==> config.mk <==
export PLATFORM = sky130hd
export DESIGN_NAME = smac_config_regs
export DESIGN_NICKNAME = d
export VERILOG_FILES = /design/src/logic/smac_config_regs.v
export VERILOG_INCLUDE_DIRS = /design/src /design/src/logic
export SDC_FILE = /design/constraint.sdc
export NUM_CORES = 1
export LEC_CHECK = 0
export CAP_MARGIN = 20
export CORE_MARGIN = 4
export CORE_UTILIZATION = 50
export CTS_CLUSTER_DIAMETER = 50
export CTS_CLUSTER_SIZE = 8
export DETAILED_ROUTE_END_ITERATION = 12
export DONT_BUFFER_PORTS = 1
export MAX_ROUTING_LAYER = met4
export PLACE_DENSITY = 0.64
export SYNTH_ARGS = -nofsm -noshare
export SYNTH_HDL_FRONTEND = slang
export SYNTH_SLANG_ARGS = --single-unit
==> constraint.sdc <==
create_clock -name CLOCK -period 1.35 [get_ports CLOCK]
set_input_delay 0.27 -clock CLOCK [delete_from_list [all_inputs] [get_ports CLOCK]]
set_output_delay 0.27 -clock CLOCK [all_outputs]
set_load 0.02 [all_outputs]
==> src/logic/smac_regs.vh <==
// Register map and field constants for the modulator and bias-loop bank.
`ifndef SMAC_REGS_VH
`define SMAC_REGS_VH

// Register indices; the byte address on the bus is four times the index.
`define SMAC_IDX_BLEED 6'h2a
`define SMAC_IDX_MOD 6'h2b
`define SMAC_IDX_CORE_D 6'h2c
`define SMAC_IDX_CORE_C 6'h2d
`define SMAC_IDX_CORE_B 6'h2e
`define SMAC_SLOTS 5
`define SMAC_SLOT_BLEED 3'h0
`define SMAC_SLOT_MOD 3'h1
`define SMAC_SLOT_CORE_D 3'h2
`define SMAC_SLOT_CORE_C 3'h3
`define SMAC_SLOT_CORE_B 3'h4
`define SMAC_SLOT_NONE 3'h7

// Reset values.
`define SMAC_RST_BLEED 8'h00
`define SMAC_RST_MOD 8'h01
`define SMAC_RST_CORE_D 8'h44
`define SMAC_RST_CORE_C 8'h11
`define SMAC_RST_CORE_B 8'h10

// Writable bits; all others are reserved and read as zero.
`define SMAC_WMASK_BLEED 8'h29
`define SMAC_WMASK_MOD 8'h35
`define SMAC_WMASK_CORE_D 8'h7f
`define SMAC_WMASK_CORE_C 8'h1f
`define SMAC_WMASK_CORE_B 8'h1f

// Field positions in the bleed and readback register.
`define SMAC_BIT_READBACK_SEL 0
`define SMAC_BIT_LATCH_CHOICE 3
`define SMAC_BIT_BLEED_POS 5
// Field positions in the modulator register.
`define SMAC_BIT_MOD_OFF 0
`define SMAC_BIT_RESET_MASK 2
`define SMAC_BIT_AUX_ON 4
`define SMAC_BIT_HALF_LSB 5
// Field positions in the core D register.
`define SMAC_BIT_LOOP_OFF 0
`define SMAC_BIT_TEMP_CAL 1
`define SMAC_THR_D_HI 4
`define SMAC_THR_D_LO 2
`define SMAC_BIT_LOWTHR_D 5
`define SMAC_BIT_RECT_D 6
// Field positions in the core C and core B registers.
`define SMAC_THR_CB_HI 2
`define SMAC_THR_CB_LO 0
`define SMAC_BIT_LOWTHR_CB 3
`define SMAC_BIT_RECT_CB 4

`endif
==> src/logic/smac_config_regs.v <==
// APB register bank for modulator control and VCO bias-loop settings.
//
// The APB register port was decided locally.
`timescale 1ns/1ps
`include "smac_regs.vh"

module smac_config_regs #(
   parameter ADDR_WIDTH = 8
) (
   input wire CLOCK,
   input wire RST,
   input wire CE,
   input wire PSEL,
   input wire PENABLE,
   input wire PWRITE,
   input wire [ADDR_WIDTH-1:0] PADDR,
   input wire [31:0] PWDATA,
   input wire [3:0] PSTRB,
   output wire PREADY,
   output wire PSLVERR,
   output wire [31:0] PRDATA,
   input wire FRACTION_WORD_WRITE,
   input wire [7:0] VCO_STATUS_DATA,
   input wire [7:0] VERSION_DATA,
   output wire [7:0] READBACK_DATA,
   output wire READBACK_VERSION,
   output wire BLEED_POSITIVE,
   output wire RESERVED_LATCH_CHOICE,
   output wire MODULATOR_OFF_INTEGER,
   output wire AUX_MODULATOR_ON,
   output wire HALF_LSB_ADD,
   output wire MODULATOR_RESET_MASK,
   output wire MODULATOR_RESET,
   output wire BIAS_LOOP_OFF,
   output wire TEMP_CAL_VOLTAGE_ON,
   output wire RECTIFIER_BIAS_CORE_D,
   output wire LOW_THRESHOLD_CORE_D,
   output wire [2:0] THRESHOLD_CODE_CORE_D,
   output wire RECTIFIER_BIAS_CORE_C,
   output wire LOW_THRESHOLD_CORE_C,
   output wire [2:0] THRESHOLD_CODE_CORE_C,
   output wire RECTIFIER_BIAS_CORE_B,
   output wire LOW_THRESHOLD_CORE_B,
   output wire [2:0] THRESHOLD_CODE_CORE_B
);

   // Maps a bus address onto a slot of the bank, or none.
   function [2:0] slot_of;
      input [ADDR_WIDTH-1:0] addr;
      reg [5:0] idx;
      begin
         idx = addr[7:2];
         slot_of = `SMAC_SLOT_NONE;
         if (addr[1:0] == 2'h0) begin
            case (idx)
               `SMAC_IDX_BLEED: slot_of = `SMAC_SLOT_BLEED;
               `SMAC_IDX_MOD: slot_of = `SMAC_SLOT_MOD;
               `SMAC_IDX_CORE_D: slot_of = `SMAC_SLOT_CORE_D;
               `SMAC_IDX_CORE_C: slot_of = `SMAC_SLOT_CORE_C;
               `SMAC_IDX_CORE_B: slot_of = `SMAC_SLOT_CORE_B;
               default: slot_of = `SMAC_SLOT_NONE;
            endcase
         end
      end
   endfunction

   // Reset value of a slot.
   function [7:0] reset_of;
      input [2:0] slot;
      begin
         case (slot)
            `SMAC_SLOT_BLEED: reset_of = `SMAC_RST_BLEED;
            `SMAC_SLOT_MOD: reset_of = `SMAC_RST_MOD;
            `SMAC_SLOT_CORE_D: reset_of = `SMAC_RST_CORE_D;
            `SMAC_SLOT_CORE_C: reset_of = `SMAC_RST_CORE_C;
            `SMAC_SLOT_CORE_B: reset_of = `SMAC_RST_CORE_B;
            default: reset_of = 8'h00;
         endcase
      end
   endfunction

   // Contents of a slot as seen on the read path. Any code outside the
   // bank reads as zero, so an unmapped address never indexes past the end
   // of the flattened bank.
   function [7:0] read_of;
      input [2:0] sel;
      input [8*`SMAC_SLOTS-1:0] regs;
      begin
         case (sel)
            `SMAC_SLOT_BLEED: read_of = regs[7:0];
            `SMAC_SLOT_MOD: read_of = regs[15:8];
            `SMAC_SLOT_CORE_D: read_of = regs[23:16];
            `SMAC_SLOT_CORE_C: read_of = regs[31:24];
            `SMAC_SLOT_CORE_B: read_of = regs[39:32];
            default: read_of = 8'h00;
         endcase
      end
   endfunction

   // Writable bits of a slot.
   function [7:0] wmask_of;
      input [2:0] slot;
      begin
         case (slot)
            `SMAC_SLOT_BLEED: wmask_of = `SMAC_WMASK_BLEED;
            `SMAC_SLOT_MOD: wmask_of = `SMAC_WMASK_MOD;
            `SMAC_SLOT_CORE_D: wmask_of = `SMAC_WMASK_CORE_D;
            `SMAC_SLOT_CORE_C: wmask_of = `SMAC_WMASK_CORE_C;
            `SMAC_SLOT_CORE_B: wmask_of = `SMAC_WMASK_CORE_B;
            default: wmask_of = 8'h00;
         endcase
      end
   endfunction

   wire [2:0] slot = slot_of(PADDR);
   wire mapped = (slot != `SMAC_SLOT_NONE);
   wire setup = PSEL & ~PENABLE & CE;
   wire access = PSEL & PENABLE & CE;
   // Byte lane 0 carries the whole register; other lanes are ignored.
   wire write_hit = access & PWRITE & mapped & PSTRB[0];
   wire [`SMAC_SLOTS-1:0] slot_write;
   wire [8*`SMAC_SLOTS-1:0] bank;
   wire [8*`SMAC_SLOTS-1:0] next_bank;
   reg [7:0] read_word;
   reg [7:0] readback;
   reg mod_reset;
   reg half_lsb;

   localparam [7:0] RST_MOD = `SMAC_RST_MOD;
   // Value of the gated half-LSB output while reset holds the bank.
   localparam [0:0] RST_HALF = RST_MOD[`SMAC_BIT_HALF_LSB] &
                               ~RST_MOD[`SMAC_BIT_AUX_ON];

   genvar g;

   // One write strobe per slot keeps the address decode out of the
   // register loop below.
   generate
      for (g = 0; g < `SMAC_SLOTS; g = g + 1) begin : slot_dec
         localparam [2:0] SLOT_ID = g;
         assign slot_write[g] = write_hit & (slot == SLOT_ID);
      end
   endgenerate

   generate
      for (g = 0; g < `SMAC_SLOTS; g = g + 1) begin : slot_reg
         localparam [2:0] SLOT_ID = g;
         reg [7:0] value;
         reg [7:0] next_value;
         always @* begin
            next_value = value;
            if (slot_write[g]) begin
               next_value = PWDATA[7:0] & wmask_of(SLOT_ID);
            end
         end
         always @(posedge CLOCK or posedge RST) begin
            if (RST) begin
               value <= reset_of(SLOT_ID);
            end else if (CE) begin
               value <= next_value;
            end
         end
         assign bank[8*g+7:8*g] = value;
         assign next_bank[8*g+7:8*g] = next_value;
      end
   endgenerate

   wire [7:0] reg_bleed = bank[7:0];
   wire [7:0] reg_mod = bank[15:8];
   wire [7:0] reg_core_d = bank[23:16];
   wire [7:0] reg_core_c = bank[31:24];
   wire [7:0] reg_core_b = bank[39:32];
   wire [7:0] next_mod = next_bank[15:8];

   // Read data is captured in the setup cycle so that it comes from a flop
   // without costing a wait state.
   always @(posedge CLOCK or posedge RST) begin
      if (RST) begin
         read_word <= 8'h00;
      end else if (setup) begin
         if (mapped && !PWRITE) begin
            read_word <= read_of(slot, bank);
         end else begin
            read_word <= 8'h00;
         end
      end
   end

   // A frozen clock enable holds the bus off in the access phase; a read whose setup cycle sees it low returns the old read_word.
   assign PREADY = CE;
   assign PSLVERR = access & ~mapped;
   assign PRDATA = {24'h000000, read_word};

   always @(posedge CLOCK or posedge RST) begin
      if (RST) begin
         readback <= 8'h00;
      end else if (CE) begin
         if (reg_bleed[`SMAC_BIT_READBACK_SEL]) begin
            readback <= VERSION_DATA;
         end else begin
            readback <= VCO_STATUS_DATA;
         end
      end
   end

   // Masked modulator reset
   // The mask is the value held before the edge, so a write to the mask
   // and a fraction strobe in one cycle still use the old setting.
   always @(posedge CLOCK or posedge RST) begin
      if (RST) begin
         mod_reset <= 1'b0;
      end else if (CE) begin
         mod_reset <= FRACTION_WORD_WRITE & ~reg_mod[`SMAC_BIT_RESET_MASK];
      end
   end

   // Half LSB gating
   // Built from the next register value, so the output comes from a flop
   // yet follows the register in the same cycle.
   always @(posedge CLOCK or posedge RST) begin
      if (RST) begin
         half_lsb <= RST_HALF;
      end else if (CE) begin
         half_lsb <= next_mod[`SMAC_BIT_HALF_LSB] &
                     ~next_mod[`SMAC_BIT_AUX_ON];
      end
   end

   assign READBACK_DATA = readback;
   assign READBACK_VERSION = reg_bleed[`SMAC_BIT_READBACK_SEL];
   assign BLEED_POSITIVE = reg_bleed[`SMAC_BIT_BLEED_POS];
   assign RESERVED_LATCH_CHOICE = reg_bleed[`SMAC_BIT_LATCH_CHOICE];

   assign MODULATOR_OFF_INTEGER = reg_mod[`SMAC_BIT_MOD_OFF];
   assign AUX_MODULATOR_ON = reg_mod[`SMAC_BIT_AUX_ON];
   assign HALF_LSB_ADD = half_lsb;
   assign MODULATOR_RESET_MASK = reg_mod[`SMAC_BIT_RESET_MASK];
   assign MODULATOR_RESET = mod_reset;

   assign BIAS_LOOP_OFF = reg_core_d[`SMAC_BIT_LOOP_OFF];
   assign TEMP_CAL_VOLTAGE_ON = reg_core_d[`SMAC_BIT_TEMP_CAL];
   assign RECTIFIER_BIAS_CORE_D = reg_core_d[`SMAC_BIT_RECT_D];
   assign LOW_THRESHOLD_CORE_D = reg_core_d[`SMAC_BIT_LOWTHR_D];
   assign THRESHOLD_CODE_CORE_D =
      reg_core_d[`SMAC_THR_D_HI:`SMAC_THR_D_LO];
   assign RECTIFIER_BIAS_CORE_C = reg_core_c[`SMAC_BIT_RECT_CB];
   assign LOW_THRESHOLD_CORE_C = reg_core_c[`SMAC_BIT_LOWTHR_CB];
   assign THRESHOLD_CODE_CORE_C =
      reg_core_c[`SMAC_THR_CB_HI:`SMAC_THR_CB_LO];
   assign RECTIFIER_BIAS_CORE_B = reg_core_b[`SMAC_BIT_RECT_CB];
   assign LOW_THRESHOLD_CORE_B = reg_core_b[`SMAC_BIT_LOWTHR_CB];
   assign THRESHOLD_CODE_CORE_B =
      reg_core_b[`SMAC_THR_CB_HI:`SMAC_THR_CB_LO];

endmodule // smac_config_regs

---- Word-level counts from Yosys, hierarchy flattened ----
Cells that the tools add are included.
W data, S select, Z words.
storage, ports and cells
  bits in registers ....................... 42
  output and inout port bits .............. 67
  logic and storage cells ................. 54
cells by class
  equal/unequal tests ..................... 10
  mux-type cells .......................... 6
  bitwise operators ....................... 19
  reductions and logical operators ........ 9
operators with widths
  operator              count
  $pmux W7 S5           1
  $eq A6 B6 Y1 const B  5
  $mux W8               2
  $and A1 B1 Y1         15
  $pmux W3 S5           1
  $reduce_and A2 Y1     5
  $eq A3 B2 Y1 const B  2
  $mux W6               1
  $not A1 Y1            4
  $eq A3 B1 Y1 const B  1
  $eq A3 B3 Y1 const B  1
  $logic_not A3 Y1      1
  $mux W3               1
  $ne A3 B3 Y1 const B  1
  $logic_not A2 Y1      1
  $logic_and A1 B1 Y1   1
  $logic_not A1 Y1      1

---- Depth between registers and ports, before layout ----
  depth after elaboration ................. 10
  gate-level depth with buffers ........... 5

---- Worst setup path before layout ----
Ideal clock, no wire load.
  kind .................................... input -> register
  from .................................... input PADDR[0]
  to ...................................... register slot_reg[4].value[0] (netlist: reg_core_b[0])
  stages on the path ...................... 5
  path slack .............................. -0.281 ns
  arrival ................................. 1.506 ns
  buffers on the path ..................... 1
  cells stage by stage .................... nand4bb_4 -> nor4_4 -> and3_1 -> buf_4 -> mux2_2
between the ends
  cells in the longest elaborated chain, start to end .. 7
  elaborated cells on any way between the ends .. 8
  those cells by class .................... eq/ne: 2; mux: 1; bitwise: 3; reduce/logical: 2
ends and longest elaborated chain
  item                                  RTL line                text
  start, declared                       smac_config_regs.v:16   input wire [ADDR_WIDTH-1:0] PADDR,
  $logic_not A2 Y1 *                    smac_config_regs.v:54   if (addr[1:0] == 2'h0) begin
  $mux W3 *                             smac_config_regs.v:54
  $ne A3 B3 Y1 (no source line)         --
  $and A1 B1 Y1 (2 in series)           smac_config_regs.v:120  wire write_hit = access & PWRITE & mapped & PSTRB[0];
  $and A1 B1 Y1 *                       smac_config_regs.v:141  assign slot_write[g] = write_hit & (slot == SLOT_ID);
  $reduce_and A2 Y1 (no source line) *  --
  end signal, assigned                  smac_config_regs.v:158  value <= reset_of(SLOT_ID);
  end signal, assigned                  smac_config_regs.v:160  value <= next_value;
  end, declared                         smac_config_regs.v:148  reg [7:0] value;
Every way passes the cells marked *; elsewhere a longest branch is shown, timed or not.
A chain may end at the register's enable or synchronous reset.

---- Worst setup path in the final report ----
  from .................................... input PADDR[1]
  to ...................................... register slot_reg[1].value[2] (netlist: reg_mod[2])
between the ends
  cells in the longest elaborated chain, start to end .. 7
  elaborated cells on any way between the ends .. 8
  those cells by class .................... eq/ne: 2; mux: 1; bitwise: 3; reduce/logical: 2
ends and longest elaborated chain
  item                                  RTL line
  $logic_not A2 Y1 *                    smac_config_regs.v:54
  $mux W3 *                             smac_config_regs.v:54
  $ne A3 B3 Y1 (no source line)         --
  $and A1 B1 Y1 (2 in series)           smac_config_regs.v:120
  $and A1 B1 Y1 *                       smac_config_regs.v:141
  $reduce_and A2 Y1 (no source line) *  --
  end signal, assigned                  smac_config_regs.v:158
  end signal, assigned                  smac_config_regs.v:160
  end, declared                         smac_config_regs.v:148
Marked as above.

==> results.md <==
- Status: complete, no violations
- Final WL: 4.88 mm
- Critical path class: in -> reg
- Setup violators final: 0
- Die area: 0.00545 mm^2
- Routed len/inst: 18.8 um
- Antenna violations before repair: 0
- HPWL Detailed: 3.77 mm
- Post-Syn Area: 0.00217 mm^2
- Latest clock arrival within the worst-skew pair: 0.29 ns
- RSZ-0062 raised after global routing: true
- Mean Syn Cell Area: 11.3 um^2
- Ant. Diodes: 0
- Clk slew on worst S/H paths: 0.08 ns
- Grt ovf: 0
- DRT iter0 DRCs: 28
- Vias in the first global route: 1469
- Ys async rst share: 100%
- Largest net degree at the start of global routing: 42
- Reg2reg setup slack: 0.10 ns
- Crit path buf inv count: 1
- First-pass DRT Iterations: 4
- Total GRT Usage: 18.8%
- Clock H-tree levels: 2
- Clock Tree Buf Depth: 2
- Crit path DAT: 1.51 ns
- Fin. max-slew vios: 0
- Leak: 1.11 nW
- Die Y: 73.8 um
- Core Rows: 23
- Final core occ: 58.8%
- IO Port Bufs: 0
- CTS root buf: clkbuf_8
- Initial Utilization: 53.0%
- Hold depth: 1
- Finished Cell Area: 0.00240 mm^2
- Worst-case vdd ir drop: 0.000584 V
- Placer Congestion: 0.801
- Total design power: 2.38 mW
- DRT antenna net count: 0
- CTS tree: yes
- Via count: 1420
- Critical Path Fanout Max: 4
- Max Clk Rate: 0.751 GHz
- Area grow syn2layout: 10.9%
- First-pass GRT wire length: 7.51 mm
- Hold endpoint: READBACK_DATA[6]$_DFFE_PP0P_
- Setup_tns: 0 ns
- R2R cell count: 4
- Yosys warnings: 0
- Min Tclk post-route: 1.33 ns
- Final Hold Vio Count: 0
- Largest delay share family, worst path: simple AND/OR/NAND/NOR gates
- Number of fill cells: 356
- CP max stage delay: 0.32 ns
- CTS Sinks: 41
- Clock skew: 0.00228 ns
- DR vias/cell: 5.46
- DRC Markers: 0
- Syn Inst Count: 191
- WP data required: 1.53 ns
- Post-synth EDFFs: 0
- Power per cell area: 991 mW/mm^2
- Worst Hold Class: in -> reg
- Die width: 73.8 um
- Reg2reg end: read_word[3]$_DFFE_PP0P_
- Crit-path cells: nand4bb_4 -> nor4_4 -> buf_4 -> and3_4 -> mux2_4
- Register area share after synthesis: 47.7%
- Period Utilization, post-route: 98.6%
- Hold slack: 0.0577 ns
- CP Capture Type: register
- Yosys cell types: 34
- Startpoint Class: input pin
- R2R Path Start: reg_core_d[3]$_DFFE_PP0P_
- Post-DP Area: 0.00223 mm^2
- Hold wc startpoint: CE
- Yosys reg bits: 41
- Number of nets in the layout: 276
- I/O pins: 134
- Core Footprint: 0.00409 mm^2
- Layout cell share with drive strength beyond 1: 34.8%
- Cts bufs inserted: 5
- Top_reg_cell synth: dfrtp_1
- Total of max-cap violations: 0
- Worst path slowest cell: nor4_4
-- report_power, final --
part | switching, mW | leakage (nW) | internal, mW
clock | 0.418 | 0.0542 | 0.462
sequential | 0.0519 | 0.526 | 1.26
combinational | 0.133 | 0.528 | 0.0598
-- layout by cell type, fill, tap and decap left out, types with 7 or more instances in the layout --
master	synthesis	routed
a21oi_1	11	11
buf_4	28	17
clkbuf_8	0	7
conb_1	1	25
dfrtp_1	35	35
mux2_2	27	25
mux2i_1	12	12
nand2_1	9	9
nor2_1	14	12
-- routing by layer --
layer  up-vias  share of wire [%]  wire length [um]  track usage [%]
li1        655                  -                 -                -
met1       697                 39              1910             22.6
met2        62                 51              2490             29.5
met3         6                8.5               413             6.43
met4         0                1.4                67             6.04
met5         -                  0                 0                -
-- how the worst max path moves through the flow --
stage                  start  cells after the start                   endpoint  slack (ns)
finish              PADDR[1]                      5     reg_mod[2]$_DFFE_PP0P_        0.02
global route        PADDR[1]                      6     reg_mod[5]$_DFFE_PP0P_       -0.05
CTS                 PADDR[0]                      6     reg_mod[4]$_DFFE_PP0P_       0.001
detailed placement  PADDR[0]                      5     reg_mod[2]$_DFFE_PP0P_       -0.35
global placement    PADDR[0]                      5     reg_mod[2]$_DFFE_PP0P_       -0.30
floorplan           PADDR[0]                      5  reg_core_b[0]$_DFFE_PP0P_       -0.28
-- synthesized netlist by cell type (2+ instances only) --
cell | instances | area [um^2]
nor3b_1 | 2 | 15.0
inv_1 | 2 | 7.51
a21oi_1 | 11 | 55.1
dfrtp_1 | 35 | 876
nand3_1 | 4 | 20.0
o2bb2ai_1 | 2 | 17.5
o21ai_1 | 6 | 30.0
a32o_1 | 3 | 30.0
nand2_1 | 9 | 33.8
nor2b_1 | 4 | 25.0
dfstp_2 | 6 | 158
a31oi_1 | 3 | 18.8
clkbuf_1 | 3 | 11.3
mux2i_1 | 12 | 120
mux2_2 | 27 | 304
buf_4 | 28 | 210
nand3b_1 | 2 | 15.0
nor2_1 | 14 | 52.6
and3_1 | 3 | 18.8
-- state kept, by name, indices dropped and copies added (netlist names) --
signal           count
READBACK_DATA        8
read_word            7
reg_core_d           7
reg_core_b           5
reg_core_c           5
reg_mod              4
reg_bleed            3
HALF_LSB_ADD         1
MODULATOR_RESET      1
-- final cells by class --
cell class / instances / area (um^2) / area share (%)
flip-flops and latches: 41 / 1030 / 43.0
multi-input cells: 138 / 1020 / 42.3
repair buffers: 21 / 180 / 7.50
clock buffers: 7 / 96.3 / 4.01
well taps: 50 / 62.6 / 2.61
inverters: 2 / 7.51 / 0.313
clock inverters: 1 / 5.00 / 0.208
-- cell families after synthesis --
logic type / Yosys count / share of synthesized area [%]
and+or+nand+nor: 45 / 12.6
other: 1 / 0.173
AOI/OAI and AO/OA: 29 / 8.43
buffers and inverters: 36 / 11.5
DFF: 41 / 47.7
muxes: 39 / 19.6
-- worst register-to-register path, cell delays in order, from the launching register on --
cell and delay [ns]:
dfrtp_1 0.39, mux2_2 0.27, a32o_1 0.20, a21oi_1 0.17
o21ai_1 0.11
-- stage by stage --
step                setup WS [ns]  instances
floorplan                  -0.280        215
global placement           -0.300        250
detailed placement         -0.349        250
CTS                       0.00123        260
global route              -0.0493        260
finish                     0.0191        260
-- timing repair --
action | 4_1_cts | 5_1_grt
setup endpoints to repair | 6 | 13
hold buffers | 1 | 0
gates resized for setup | 3 | 10
pin swaps | 2 | 3
endpoints found under the hold margin | 35 | 0
setup buffers | 1 | 0
Power figures use the tool's default switching activity.
